--- src/shared/zcd_pkg.sv ---
package zcd_pkg;

	// ==========================================================
	// register map (8-bit data, word index per register)
	localparam logic [3:0] CONTROL_REG_A_ADDR     = 4'h0;
	localparam logic [3:0] CONTROL_REG_B_ADDR     = 4'h1;
	localparam logic [3:0] CONTROL_REG_C_ADDR     = 4'h2;
	localparam logic [3:0] POLARITY_REG_ADDR      = 4'h3;
	localparam logic [3:0] PHASE_STATE_REG_ADDR   = 4'h4;
	localparam logic [3:0] ZERO_FILTER_REG_ADDR   = 4'h5;
	localparam logic [3:0] ZERO_CAPTURE_REG_ADDR  = 4'h6;
	localparam logic [3:0] ZERO_COMPARE_REG_ADDR  = 4'h7;
	localparam logic [3:0] IRQ_STATUS_REG_ADDR    = 4'h8;
	localparam logic [3:0] IRQ_MASK_REG_ADDR      = 4'h9;
	localparam logic [3:0] REFERENCE_REG_ADDR     = 4'ha;

	// ==========================================================
	// field positions
	localparam int CRA_CLOCK_EN_BIT        = 0;
	localparam int CRA_DIRECT_ACCESS_BIT   = 1;
	localparam int CRA_SENSOR_MODE_BIT     = 2;
	localparam int CRA_EDGE_PROTECT_BIT    = 3;
	localparam int CRB_EDGE_POLARITY_BIT   = 3;
	localparam int CRC_HW_CAPTURE_BIT      = 0;
	localparam int CRC_SIM_ZERO_BIT        = 1;
	localparam int POL_SENSING_GROUP_BIT   = 0;
	localparam int POL_LEVEL_SELECT_BIT    = 1;
	localparam int STATUS_ZERO_FLAG_BIT    = 0;
	localparam int MASK_ZERO_BIT           = 0;
	localparam int REF_COMP_OUT_BIT        = 0;

	// ==========================================================
	// reset values
	localparam logic [7:0] REG_RESET_VALUE     = 8'h00;
	localparam logic [7:0] UNMAPPED_READ_VALUE = 8'h00;

	// ==========================================================
	// types
	typedef struct packed {
		logic [3:0] addr;
		logic [7:0] wdata;
		logic       wr;
		logic       rd;
	} zcd_bus_req_type;

	typedef enum logic [1:0] {
		ZCD_WAIT_C   = 2'b00,
		ZCD_WAIT_D   = 2'b01,
		ZCD_SAMPLING = 2'b10
	} zcd_state_type;

endpackage

--- src/rtl/zcd_detector.sv ---
// Chosen here: the register addresses and strobed register access.
`timescale 1ns/1ps
// How it works
// (RQ1) sample only after commutation and demag; switch group
// (RQ2) hardware compare only on sensing group
// (RQ3) hardware event after filter-count consecutive matches
// (RQ4) capture timer on hardware event when enabled
// (RQ5) simulated event when timer equals compare value
// (RQ6) first of hardware or simulated event wins
// (RQ7) event sets flag; masked flag raises interrupt
// (RQ8) at demag, late compare fires now, overwritten
// (RQ9) protection requires opposite previous sample
// (RQ10) unprotected: current sample equal expected level fires
// (RQ11) protection ignores filter count
// (RQ12) protection unused in sensor or simulated path
// (RQ13) sensor mode picks one of three inputs
// (RQ14) comparator off until clock or direct enabled
// (RQ15) sensor mode disables all demag features
// (RQ16) sensor mode samples at sampling tick anytime
// (RQ17) sensor mode forces zero min off time
// (RQ18) sensor mode keeps filter count active
// (RQ19) software: direct mode, select, then read
// (RQ20) direct mode reads inputs regardless of clock
// (RQ21) polarity, level, select preloaded until commutation
// (RQ22) event starts delay computation
// (RQ23) synchronous logic, cleared on reset
module zcd_detector #(
	parameter int TIMER_W = 8
) (
	input  wire  logic                     clk,
	input  wire  logic                     rstn,
	// register port
	input  wire  zcd_pkg::zcd_bus_req_type bus_req,
	output logic [7:0]                     bus_rdata,
	// motor side
	input  wire  logic                     comparator_in,
	input  wire  logic                     position_in_a,
	input  wire  logic                     position_in_b,
	input  wire  logic                     position_in_c,
	input  wire  logic                     commutation_event,
	input  wire  logic                     demag_event,
	input  wire  logic                     pwm_sample_tick,
	input  wire  logic                     pwm_driven_group,
	input  wire  logic                     fast_sample_tick,
	input  wire  logic [TIMER_W-1:0]       commutation_timer,
	// results
	output logic                           zero_event,
	output logic                           zero_irq,
	output logic                           delay_start,
	output logic [2:0]                     active_output_group,
	output logic                           comparator_enable,
	output logic                           demag_available,
	output logic                           min_off_zero
);

	generate
		if (TIMER_W < 1 || TIMER_W > 8) begin : g_bad_width
			$error("zcd_detector: TIMER_W must be 1..8");
		end
	endgenerate

	// ==========================================================
	// registers
	logic [7:0]          control_reg_a;
	logic [7:0]          control_reg_b;
	logic [7:0]          control_reg_c;
	logic [7:0]          polarity_reg;
	logic [7:0]          phase_state_reg;
	logic [7:0]          zero_filter_reg;
	logic [TIMER_W-1:0]  zero_capture_reg;
	logic [TIMER_W-1:0]  zero_compare_reg;
	logic                zero_event_flag_reg;
	logic                zero_event_mask_reg;
	logic                edge_pol_act_reg;
	logic                level_act_reg;
	logic [1:0]          in_sel_act_reg;
	logic                prev_sample_reg;
	logic                prev_valid_reg;
	logic [3:0]          match_cnt_reg;
	zcd_pkg::zcd_state_type state_reg;
	zcd_pkg::zcd_state_type state_next;

	logic wr_hit;
	logic clock_en;
	logic direct_access;
	logic sensor_mode;
	logic prot_on;
	logic hw_capture_en;
	logic sim_zero_en;
	logic comp_on;
	logic pos_selected;
	logic sample_val;
	logic expected;
	logic sample_strobe;
	logic group_ok;
	logic match;
	logic [4:0] need_cnt;
	logic [4:0] cnt_plus;
	logic zh_fire;
	logic zs_fire;
	logic dcheck_fire;
	logic zero_fire;
	logic flag_clear;

	assign wr_hit        = bus_req.wr;
	assign clock_en      = control_reg_a[zcd_pkg::CRA_CLOCK_EN_BIT];
	assign direct_access = control_reg_a[zcd_pkg::CRA_DIRECT_ACCESS_BIT];
	assign sensor_mode   = control_reg_a[zcd_pkg::CRA_SENSOR_MODE_BIT];
	assign hw_capture_en = control_reg_c[zcd_pkg::CRC_HW_CAPTURE_BIT];
	assign sim_zero_en   = control_reg_c[zcd_pkg::CRC_SIM_ZERO_BIT];

	// ==========================================================
	// register writes
	always_ff @(posedge clk) begin
		if (!rstn) begin // RQ23
			control_reg_a   <= zcd_pkg::REG_RESET_VALUE;
			control_reg_b   <= zcd_pkg::REG_RESET_VALUE;
			control_reg_c   <= zcd_pkg::REG_RESET_VALUE;
			polarity_reg    <= zcd_pkg::REG_RESET_VALUE;
			phase_state_reg <= zcd_pkg::REG_RESET_VALUE;
			zero_filter_reg <= zcd_pkg::REG_RESET_VALUE;
			zero_event_mask_reg <= 1'b0;
		end else if (wr_hit) begin
			unique case (bus_req.addr)
				zcd_pkg::CONTROL_REG_A_ADDR:   control_reg_a   <= bus_req.wdata;
				zcd_pkg::CONTROL_REG_B_ADDR:   control_reg_b   <= bus_req.wdata;
				zcd_pkg::CONTROL_REG_C_ADDR:   control_reg_c   <= bus_req.wdata;
				zcd_pkg::POLARITY_REG_ADDR:    polarity_reg    <= bus_req.wdata;
				zcd_pkg::PHASE_STATE_REG_ADDR: phase_state_reg <= bus_req.wdata;
				zcd_pkg::ZERO_FILTER_REG_ADDR: zero_filter_reg <= bus_req.wdata;
				zcd_pkg::IRQ_MASK_REG_ADDR: begin
					zero_event_mask_reg <= bus_req.wdata[zcd_pkg::MASK_ZERO_BIT];
				end
				default: begin
				end
			endcase
		end
	end

	// ==========================================================
	// preloaded settings
	always_ff @(posedge clk) begin
		if (!rstn) begin
			edge_pol_act_reg <= 1'b0;
			level_act_reg    <= 1'b0;
			in_sel_act_reg   <= 2'h0;
		end else if ((!direct_access && commutation_event)
			|| (direct_access && wr_hit
			&& bus_req.addr == zcd_pkg::PHASE_STATE_REG_ADDR)) begin // RQ21
			edge_pol_act_reg <= control_reg_b[zcd_pkg::CRB_EDGE_POLARITY_BIT];
			level_act_reg    <= polarity_reg[zcd_pkg::POL_LEVEL_SELECT_BIT];
			in_sel_act_reg   <= (direct_access && wr_hit) ? bus_req.wdata[1:0]
				: phase_state_reg[1:0];
		end
	end

	// ==========================================================
	// sample path
	assign comp_on = clock_en | direct_access; // RQ14
	assign prot_on = control_reg_a[zcd_pkg::CRA_EDGE_PROTECT_BIT] & ~sensor_mode; // RQ12

	always_comb begin
		unique case (in_sel_act_reg) // RQ13
			2'h0:    pos_selected = position_in_a;
			2'h1:    pos_selected = position_in_b;
			2'h2:    pos_selected = position_in_c;
			default: pos_selected = 1'b0;
		endcase
	end

	assign sample_val = sensor_mode ? pos_selected : comparator_in;
	assign expected   = edge_pol_act_reg ^ level_act_reg;
	assign group_ok   = (pwm_driven_group == polarity_reg[zcd_pkg::POL_SENSING_GROUP_BIT]); // RQ2
	assign sample_strobe = comp_on && (state_reg == zcd_pkg::ZCD_SAMPLING)
		&& (sensor_mode ? fast_sample_tick : (pwm_sample_tick && group_ok)); // RQ16
	assign match    = (sample_val == expected);
	assign need_cnt = (zero_filter_reg[3:0] == 4'h0) ? 5'h01 : {1'b0, zero_filter_reg[3:0]};
	assign cnt_plus = {1'b0, match_cnt_reg} + 5'h01;

	always_comb begin
		zh_fire = 1'b0;
		if (sample_strobe && match) begin
			if (prot_on) begin
				zh_fire = prev_valid_reg && (prev_sample_reg != sample_val); // RQ9 RQ11
			end else begin
				zh_fire = (cnt_plus >= need_cnt); // RQ3 RQ10 RQ18
			end
		end
	end

	always_ff @(posedge clk) begin
		if (!rstn) begin
			prev_sample_reg <= 1'b0;
			prev_valid_reg  <= 1'b0;
			match_cnt_reg   <= 4'h0;
		end else if (state_reg != zcd_pkg::ZCD_SAMPLING) begin
			prev_valid_reg <= 1'b0;
			match_cnt_reg  <= 4'h0;
		end else if (sample_strobe) begin
			prev_sample_reg <= sample_val;
			prev_valid_reg  <= 1'b1;
			match_cnt_reg   <= !match ? 4'h0
				: (match_cnt_reg == 4'hf) ? 4'hf : cnt_plus[3:0];
		end
	end

	// ==========================================================
	// simulated event and arbitration
	assign dcheck_fire = sim_zero_en && !sensor_mode && (state_reg == zcd_pkg::ZCD_WAIT_D)
		&& demag_event && (zero_compare_reg <= commutation_timer); // RQ8
	assign zs_fire = dcheck_fire || (sim_zero_en && (state_reg == zcd_pkg::ZCD_SAMPLING)
		&& (commutation_timer == zero_compare_reg)); // RQ5
	assign zero_fire = (zh_fire && (hw_capture_en || !sim_zero_en)) || zs_fire; // RQ6

	always_ff @(posedge clk) begin
		if (!rstn) begin
			zero_compare_reg <= '0;
		end else if (dcheck_fire) begin
			zero_compare_reg <= commutation_timer; // RQ8
		end else if (wr_hit && bus_req.addr == zcd_pkg::ZERO_COMPARE_REG_ADDR) begin
			zero_compare_reg <= bus_req.wdata[TIMER_W-1:0];
		end
	end

	always_ff @(posedge clk) begin
		if (!rstn) begin
			zero_capture_reg <= '0;
		end else if (zh_fire && hw_capture_en) begin
			zero_capture_reg <= commutation_timer; // RQ4
		end
	end

	// ==========================================================
	// window state
	always_comb begin
		state_next = state_reg;
		unique case (state_reg)
			zcd_pkg::ZCD_WAIT_C: begin
				if (commutation_event) begin
					state_next = sensor_mode ? zcd_pkg::ZCD_SAMPLING : zcd_pkg::ZCD_WAIT_D;
				end
			end
			zcd_pkg::ZCD_WAIT_D: begin
				if (dcheck_fire) begin
					state_next = zcd_pkg::ZCD_WAIT_C;
				end else if (demag_event) begin
					state_next = zcd_pkg::ZCD_SAMPLING; // RQ1
				end
			end
			zcd_pkg::ZCD_SAMPLING: begin
				if (zero_fire) begin
					state_next = zcd_pkg::ZCD_WAIT_C;
				end
			end
			default: state_next = zcd_pkg::ZCD_WAIT_C;
		endcase
		if (commutation_event && state_reg != zcd_pkg::ZCD_WAIT_C) begin
			state_next = sensor_mode ? zcd_pkg::ZCD_SAMPLING : zcd_pkg::ZCD_WAIT_D;
		end
	end

	always_ff @(posedge clk) begin
		if (!rstn) begin
			state_reg <= zcd_pkg::ZCD_WAIT_C;
		end else begin
			state_reg <= state_next;
		end
	end

	always_ff @(posedge clk) begin
		if (!rstn) begin
			active_output_group <= 3'h0;
		end else if (state_reg == zcd_pkg::ZCD_WAIT_D && demag_event) begin
			active_output_group <= control_reg_b[2:0]; // RQ1
		end
	end

	// ==========================================================
	// flag, interrupt, outputs
	assign flag_clear = wr_hit && bus_req.addr == zcd_pkg::IRQ_STATUS_REG_ADDR
		&& bus_req.wdata[zcd_pkg::STATUS_ZERO_FLAG_BIT];

	always_ff @(posedge clk) begin
		if (!rstn) begin
			zero_event_flag_reg <= 1'b0;
		end else if (zero_fire) begin
			zero_event_flag_reg <= 1'b1; // RQ7
		end else if (flag_clear) begin
			zero_event_flag_reg <= 1'b0;
		end
	end

	always_ff @(posedge clk) begin
		if (!rstn) begin
			zero_irq          <= 1'b0;
			zero_event        <= 1'b0;
			delay_start       <= 1'b0;
			comparator_enable <= 1'b0;
			demag_available   <= 1'b0;
			min_off_zero      <= 1'b0;
		end else begin
			zero_irq          <= zero_event_flag_reg & zero_event_mask_reg; // RQ7
			zero_event        <= zero_fire;
			delay_start       <= zero_fire; // RQ22
			comparator_enable <= comp_on; // RQ14
			demag_available   <= ~sensor_mode; // RQ15
			min_off_zero      <= sensor_mode; // RQ17
		end
	end

	// ==========================================================
	// read port
	always_ff @(posedge clk) begin
		if (!rstn) begin
			bus_rdata <= 8'h00;
		end else if (bus_req.rd) begin
			unique case (bus_req.addr)
				zcd_pkg::CONTROL_REG_A_ADDR:    bus_rdata <= control_reg_a;
				zcd_pkg::CONTROL_REG_B_ADDR:    bus_rdata <= control_reg_b;
				zcd_pkg::CONTROL_REG_C_ADDR:    bus_rdata <= control_reg_c;
				zcd_pkg::POLARITY_REG_ADDR:     bus_rdata <= polarity_reg;
				zcd_pkg::PHASE_STATE_REG_ADDR:  bus_rdata <= phase_state_reg;
				zcd_pkg::ZERO_FILTER_REG_ADDR:  bus_rdata <= zero_filter_reg;
				zcd_pkg::ZERO_CAPTURE_REG_ADDR: bus_rdata <= 8'(zero_capture_reg);
				zcd_pkg::ZERO_COMPARE_REG_ADDR: bus_rdata <= 8'(zero_compare_reg);
				zcd_pkg::IRQ_STATUS_REG_ADDR:   bus_rdata <= {7'h00, zero_event_flag_reg};
				zcd_pkg::IRQ_MASK_REG_ADDR:     bus_rdata <= {7'h00, zero_event_mask_reg};
				zcd_pkg::REFERENCE_REG_ADDR:    bus_rdata <= {7'h00, comp_on & sample_val}; // RQ20
				default:                        bus_rdata <= zcd_pkg::UNMAPPED_READ_VALUE;
			endcase
		end else begin
			bus_rdata <= 8'h00;
		end
	end
endmodule

--- config.mk ---
export PLATFORM = sky130hd
export DESIGN_NAME = zcd_detector
export DESIGN_NICKNAME = d
export VERILOG_FILES = /design/src/shared/zcd_pkg.sv /design/src/rtl/zcd_detector.sv
export SDC_FILE = /design/constraint.sdc
export NUM_CORES = 1
export LEC_CHECK = 0
export BUFFER_PORTS_ARGS = -buffer_cell sky130_fd_sc_hd__buf_4
export CAP_MARGIN = 0
export CORE_ASPECT_RATIO = 1.75
export CORE_MARGIN = 1.5
export CORE_UTILIZATION = 30
export DETAILED_ROUTE_END_ITERATION = 8
export GPL_TIMING_DRIVEN = 0
export PLACE_DENSITY = 0.43
export SLEW_MARGIN = 10
export SYNTH_ARGS = -nofsm -noshare
export SYNTH_HDL_FRONTEND = slang
export SYNTH_SLANG_ARGS = --single-unit
export TNS_END_PERCENT = 20
--- constraint.sdc ---
create_clock -name clk -period 4.4 [get_ports clk]
set_input_delay 0.44 -clock clk [delete_from_list [all_inputs] [get_ports clk]]
set_output_delay 0.44 -clock clk [all_outputs]
set_load 0.02 [all_outputs]
# Yosys cells after proc, flatten, opt, wreduce, memory -nomap -nowiden
# Index checks and enable logic that the tools add are counted.
[op_classes]
addsub = 1
n_eq_ne = 23
magnitude_cmp = 2
n_reduce_logical = 46
mux = 21
bitwise_logic = 8
[ops]
columns = ["op", "n"]
rows = [
  ["one-hot mux 8 bit (11 select lines)", 1],
  ["logical AND 1 bit", 21],
  ["AND reduction 2 bit", 9],
  ["== test 4 x 3 -> 1 bit (second input constant)", 4],
  ["== test 4 bit (second input constant)", 4],
  ["two-way mux 8 bit", 2],
  ["two-way mux 2 bit", 7],
  ["two-way mux 4 bit", 3],
  ["== test 4 x 2 -> 1 bit (second input constant)", 2],
  ["== test 8 bit", 1],
  ["<= comparator 8 bit", 1],
  ["logical NOT 4 bit", 2],
  ["two-way mux 1 bit", 6],
  ["one-hot mux 2 bit (3 select lines)", 1],
  ["nonzero test 2 bit", 3],
  ["adder 4 x 1 -> 5 bit (second input constant)", 1],
  ["greater-or-equal comparator 5 x 4 -> 1 bit", 1],
  ["== test 2 x 1 -> 1 bit (second input constant)", 2],
  ["== test 2 bit (second input constant)", 2],
  ["== test 4 x 1 -> 1 bit (second input constant)", 1],
  ["logical NOT 2 bit", 2],
  ["logical OR 1 bit", 4],
  ["inequality test 4 bit (second input constant)", 1],
  ["bitwise AND 1 bit", 3],
  ["other kinds (12)", 17],
]
[totals]
word_cells = 125
out_inout_bits = 17
register_bits = 94
inputBits = 33

# Depth between registers and ports, before layout
[logic_depth]
ltp_word = 12
depth_mapped = 10
depth_no_buf = 9

# Least setup slack after synthesis
# Ideal clock, no wire load.
[synth_path]
kind = "input-to-reg"
start = "input port commutation_timer[1]"
end = "register zero_compare_reg[0]"
path_slack_ns = 2.302
arrival_ns = 1.981
required_ns = 4.284
path_stages = 9
setup_ns = 0.116
n_path_buf = 2
path_cell_list = "inv_1 -> ha_1 -> nor2b_1 -> o211ai_1 -> a21oi_1 -> o41a_1 -> buf_6 -> clkbuf_8 -> o211a_1"
[synth_between]
elab_chain_len = 3
elab_cells_between_ends = 4
classes_between = "order compare: 1; mux: 1; reduce/logical: 2"
[synth_lines]
columns = ["item", "line", "rtl"]
rows = [
  ["start: declaration", "zcd_detector.sv:45", "input wire logic [TIMER_W-1:0] commutation_timer,"],
  ["<= comparator 8 bit *", "zcd_detector.sv:210", "&& demag_event && (zero_compare_reg <= commutation_timer);"],
  ["logical AND 1 bit *", "zcd_detector.sv:210", ""],
  ["two-way mux 8 bit / nonzero test 2 bit (equally long branches)", "-", ""],
  ["end signal: assignment", "zcd_detector.sv:219", "zero_compare_reg <= commutation_timer;"],
  ["end signal: assignment", "zcd_detector.sv:221", "zero_compare_reg <= bus_req.wdata[TIMER_W-1:0];"],
  ["end: declaration", "zcd_detector.sv:71", "logic [TIMER_W-1:0] zero_compare_reg;"],
]
# Mark *: on every way between the ends. The rest lies on a longest branch, timed or not.
# A chain may end at the register's enable or synchronous reset.

# Final worst setup path
[layout_path]
start = "register zero_filter_reg[3]"
end = "register zero_event_flag_reg"
[layout_between]
elab_chain_len = 8
elab_cells_between_ends = 9
classes_between = "order compare: 1; mux: 4; reduce/logical: 4"
[layout_lines]
columns = ["item", "line", "rtl"]
rows = [
  ["start: declaration", "zcd_detector.sv:69", "logic [7:0] zero_filter_reg;"],
  ["start signal: assignment", "zcd_detector.sv:121", "zero_filter_reg <= zcd_pkg::REG_RESET_VALUE;"],
  ["start signal: assignment", "zcd_detector.sv:130", "zcd_pkg::ZERO_FILTER_REG_ADDR: zero_filter_reg <= bus_req.wdata;"],
  ["logical NOT 4 bit", "zcd_detector.sv:177", "assign need_cnt = (zero_filter_reg[3:0] == 4'h0) ? 5'h01 : {1'b0, zero_filter_reg[3:0]};"],
  ["two-way mux 4 bit *", "zcd_detector.sv:177", ""],
  ["greater-or-equal comparator 5 x 4 -> 1 bit *", "zcd_detector.sv:186", "zh_fire = (cnt_plus >= need_cnt);"],
  ["two-way mux 1 bit *", "zcd_detector.sv:183", "if (prot_on) begin"],
  ["two-way mux 1 bit *", "zcd_detector.sv:182", "if (sample_strobe && match) begin"],
  ["logical AND 1 bit *", "zcd_detector.sv:213", "assign zero_fire = (zh_fire && (hw_capture_en || !sim_zero_en)) || zs_fire;"],
  ["logical OR 1 bit *", "zcd_detector.sv:213", ""],
  ["two-way mux 1 bit / nonzero test 2 bit (equally long branches)", "-", ""],
  ["end signal: assignment", "zcd_detector.sv:285", "zero_event_flag_reg <= 1'b0;"],
  ["end signal: assignment", "zcd_detector.sv:287", "zero_event_flag_reg <= 1'b1;"],
  ["end signal: assignment", "zcd_detector.sv:289", "zero_event_flag_reg <= 1'b0;"],
  ["end: declaration", "zcd_detector.sv:72", "logic zero_event_flag_reg;"],
]
# Marks and branches as above.

==> summary.md <==
| Metric | Value |
|---|---|
| Critical Path End Type | register |
| Pwr Density | 342 nW/um2 |
| Port bufs | 45 |
| Crit path max fanout | 3 |
| Combinational power share | 8.0% |
| RSZ-0062 raised after global routing | false |
| Clock power share | 47.3% |
| Count leader, synth | dfxtp_1 |
| Hold Path Origin | commutation_timer[3] |
| Slew Limit Fails | 0 |
| Switching Fraction | 23.8% |
| Clock Path Buffers | 2 |
| Fillers | 1609 |
| TritonCTS clock tree | built |
| Io pins | 50 |
| Total track usage | 18.7% |
| Inst Count DP | 740 |
| Hold Path End | zero_compare_reg[3]$_SDFFE_PN0P_ |
| Post-synthesis cell count | 509 |
| Post-synthesis register bit count | 94 |
| CP peak stage delay | 0.46 ns |
| Routed Antenna Nets | 0 |
| Yosys warns | 0 |
| WP data required | 4.63 ns |
| Synthesis-to-finish area growth | 19.2% |
| Setup total negative slack | 0 ns |
| Vias in the first global route | 3931 |
| # diodes | 0 |
| Post-Syn Area | 4760 um2 |
| Starting DRT DRC Count | 134 |
| Startpoint Class | register |
| Origin of the critical flop-to-flop path | zero_filter_reg[3]$_SDFFE_PN0P_ |
| Skew final | 0.00841 ns |
| First-pass GRT wire length | 23.2 mm |
| Drt pass-1 iters | 4 |
| Die Wd | 98.3 um |
| Status | complete, no violations |
| Period utilisation layout | 54.4% |
| CP top delay family | compound AO/OA/AOI/OAI gates |
| Max-cap violations | 0 |
| Reg power frac | 44.7% |
| Switching power | 0.462 mW |
| Syn Nets | 555 |
| Post-cts gate resize count | 0 |
| H-tree levels | 3 |
| Max Fclk | 418 MHz |
| Final count of negative-setup-slack endpoints | 0 |
| Synth async-reset ratio | 0% |
| CTS sink cnt | 94 |
| Die ar. | 16700 um2 |
| Core Area | 15500 um2 |
| Post-DP HPWL | 11.6 mm |
| Max IR drop VDD | 0.191 mV |
| Cell Int Power | 1.48 mW |
| WL final | 15.2 mm |
| Crit Path Class | register to register |
| # rows | 60 |
| Tightest Pin Transition | 0.872 ns |
| Global route overflow | 0 |
| FF-to-FF setup slack | 2.01 ns |
| Cell chain of the critical path | inv_1, a31o_2, ha_1, nand2b_1, a211oi_1, o21a_1, nor4_4, a221oi_1, a21boi_1 |
| TritonCTS buffer count | 9 |
| RR Endpoint | zero_event_flag_reg$_SDFFE_PN0P_ |
| FF-to-FF path depth | 9 |
| Layout cell share with drive strength beyond 1 | 15.1% |
| Leakage dissipation | 2.43 nW |
| Non-Filler Instances | 756 |
| Root Driver | clkbuf_16 |
| Post-synth EDFFs | 0 |
| Arrival time at the worst endpoint | 2.62 ns |
| Top FF cell, synth | dfxtp_1 |
| Residual DRC | 0 |
| CP max stage cell | a221oi_1 |
| Synth cell count leaders | dfxtp_1, mux2i_1, nand2_1 |
| Worst path buffer plus inverter count | 1 |
| Largest net degree at the start of global routing | 17 |
| Routability cong. | 0.819 |
| CTS Hold Bufs | 0 |
| Rel. slew slack | 41.6% |
| Hold Path Depth | 2 |
| Yosys cell types | 57 |
| HP Class | primary input to register |
| Vias per inst | 5.16 |
| Initial Utilization | 30.8% |
| Top cells by area, synth | dfxtp_1, mux2i_1, nor2b_1 |
| Post-synth top area cell | dfxtp_1 |
| Final nets | 611 |
| Final Hold Viols | 0 |
| Reg clk slew, reported paths | 0.07 ns |
| Routed vias | 3904 |
| Crit path time final | 2.39 ns |
| Worst-Skew Late Latency | 0.36 ns |
| Number of antenna violations at the first check in global routing | 0 |
| Post-synthesis sequential area ratio | 39.5% |
| Die span in y | 170 um |
| WL/cell | 20.1 um |
| Post-synth top area share | 39.5% |
| Setup Buffers After CTS | 0 |
| Avg Inst Size Synth | 9.36 um2 |
| Final core utilization | 36.7% |
==> power by group through the flow <==
| stage | Clock (mW) | Combinational, mW | Sequential, mW |
|---|---|---|---|
| 4_1_cts | 0.933 | 0.158 | 0.868 |
| 3_5_place_dp | 0 | 0.158 | 0.888 |
| 6_report | 0.919 | 0.156 | 0.868 |
| 2_1_floorplan | 0 | 0.0869 | 0.886 |
| 5_1_grt | 0.970 | 0.170 | 0.869 |
| 3_3_place_gp | 0 | 0.156 | 0.887 |
==> worst max-delay path by stage <==
stage	startpoint	to	cells after the start
4_1_cts	zero_filter_reg[3]$_SDFFE_PN0P_	zero_event_flag_reg$_SDFFE_PN0P_	9
5_1_grt	zero_filter_reg[3]$_SDFFE_PN0P_	zero_event_flag_reg$_SDFFE_PN0P_	9
3_3_place_gp	bus_req[13]	edge_pol_act_reg$_SDFFE_PN0P_	7
2_1_floorplan	commutation_timer[1]	zero_compare_reg[0]$_SDFFE_PN0P_	9
3_5_place_dp	bus_req[13]	level_act_reg$_SDFFE_PN0P_	7
6_report	zero_filter_reg[3]$_SDFFE_PN0P_	zero_event_flag_reg$_SDFFE_PN0P_	9
==> logic make-up (layout without fill, tap and decap cells) <==
family                     Yosys count  count (layout)  synth area share, %
DFF                                 94              94                 39.5
AOI/OAI and AO/OA                   78              78                 12.3
muxes                               82              82                 18.1
xor gates and xnor gates             5               5                0.919
and+or+nand+nor                    196             196                 21.9
buffers and inverters               41             102                 3.89
adders and majority gates           13              13                 3.41
==> cells in the final DEF, fill, tap and decap left out, types with 4 or more instances in the layout <==
master	synthesis	layout
nand2_1	67	67
buf_4	2	47
a211oi_1	5	5
nand2b_1	9	9
and2_1	5	5
a21oi_1	10	10
o21ai_0	13	13
a21boi_0	8	8
clkbuf_1	16	16
a22o_1	6	6
nor2_1	15	15
ha_1	13	13
nand3_1	15	15
clkbuf_16	0	9
inv_1	13	13
mux2i_1	76	76
nor2b_1	55	55
nor3_1	9	9
buf_2	5	5
dfxtp_1	94	94
a22oi_1	4	4
o211a_1	10	10
==> worst reg2reg max path, delay by kind of cell, from the launching register on <==
| kind | cells | cell delay, ns |
|---|---|---|
| adder cells (fa/ha/maj) | 1 | 0.26 |
| flip-flops | 1 | 0.41 |
| buffers and inverters | 1 | 0.09 |
| AND/OR/NAND/NOR | 2 | 0.23 |
| AO/OA/AOI/OAI | 5 | 1.29 |
==> metrics by stage <==
stage	power (mW)	area, um2	worst slack [ns]	hold WS [ns]
after global routing	2.01	5680	1.88	0.350
after detailed placement	1.05	5340	1.91	0.461
final	1.94	5680	2.01	0.342
after global placement	1.04	5340	1.91	0.448
after CTS	1.96	5680	2.00	0.343
after floorplan	0.973	4760	2.30	0.434
==> per-layer routing <==
layer	up-vias	GRT usage, %	share of wire [%]
met5	-	0	0
met4	0	8.08	3.0
met3	27	2.59	3.0
met2	96	36.0	55
met1	1875	20.0	39
li1	1906	-	-
==> final cells by class <==
class | count | area (um2) | area share [%]
well taps | 186 | 233 | 4.10
multi-input cells | 374 | 2700 | 47.5
inverters | 13 | 48.8 | 0.859
flip-flops and latches | 94 | 1880 | 33.1
clock inverters | 7 | 120 | 2.11
clock buffers | 9 | 225 | 3.96
plain buffers | 28 | 136 | 2.40
repair buffers | 45 | 338 | 5.95
Note: power is estimated with default switching activity, not from simulation.
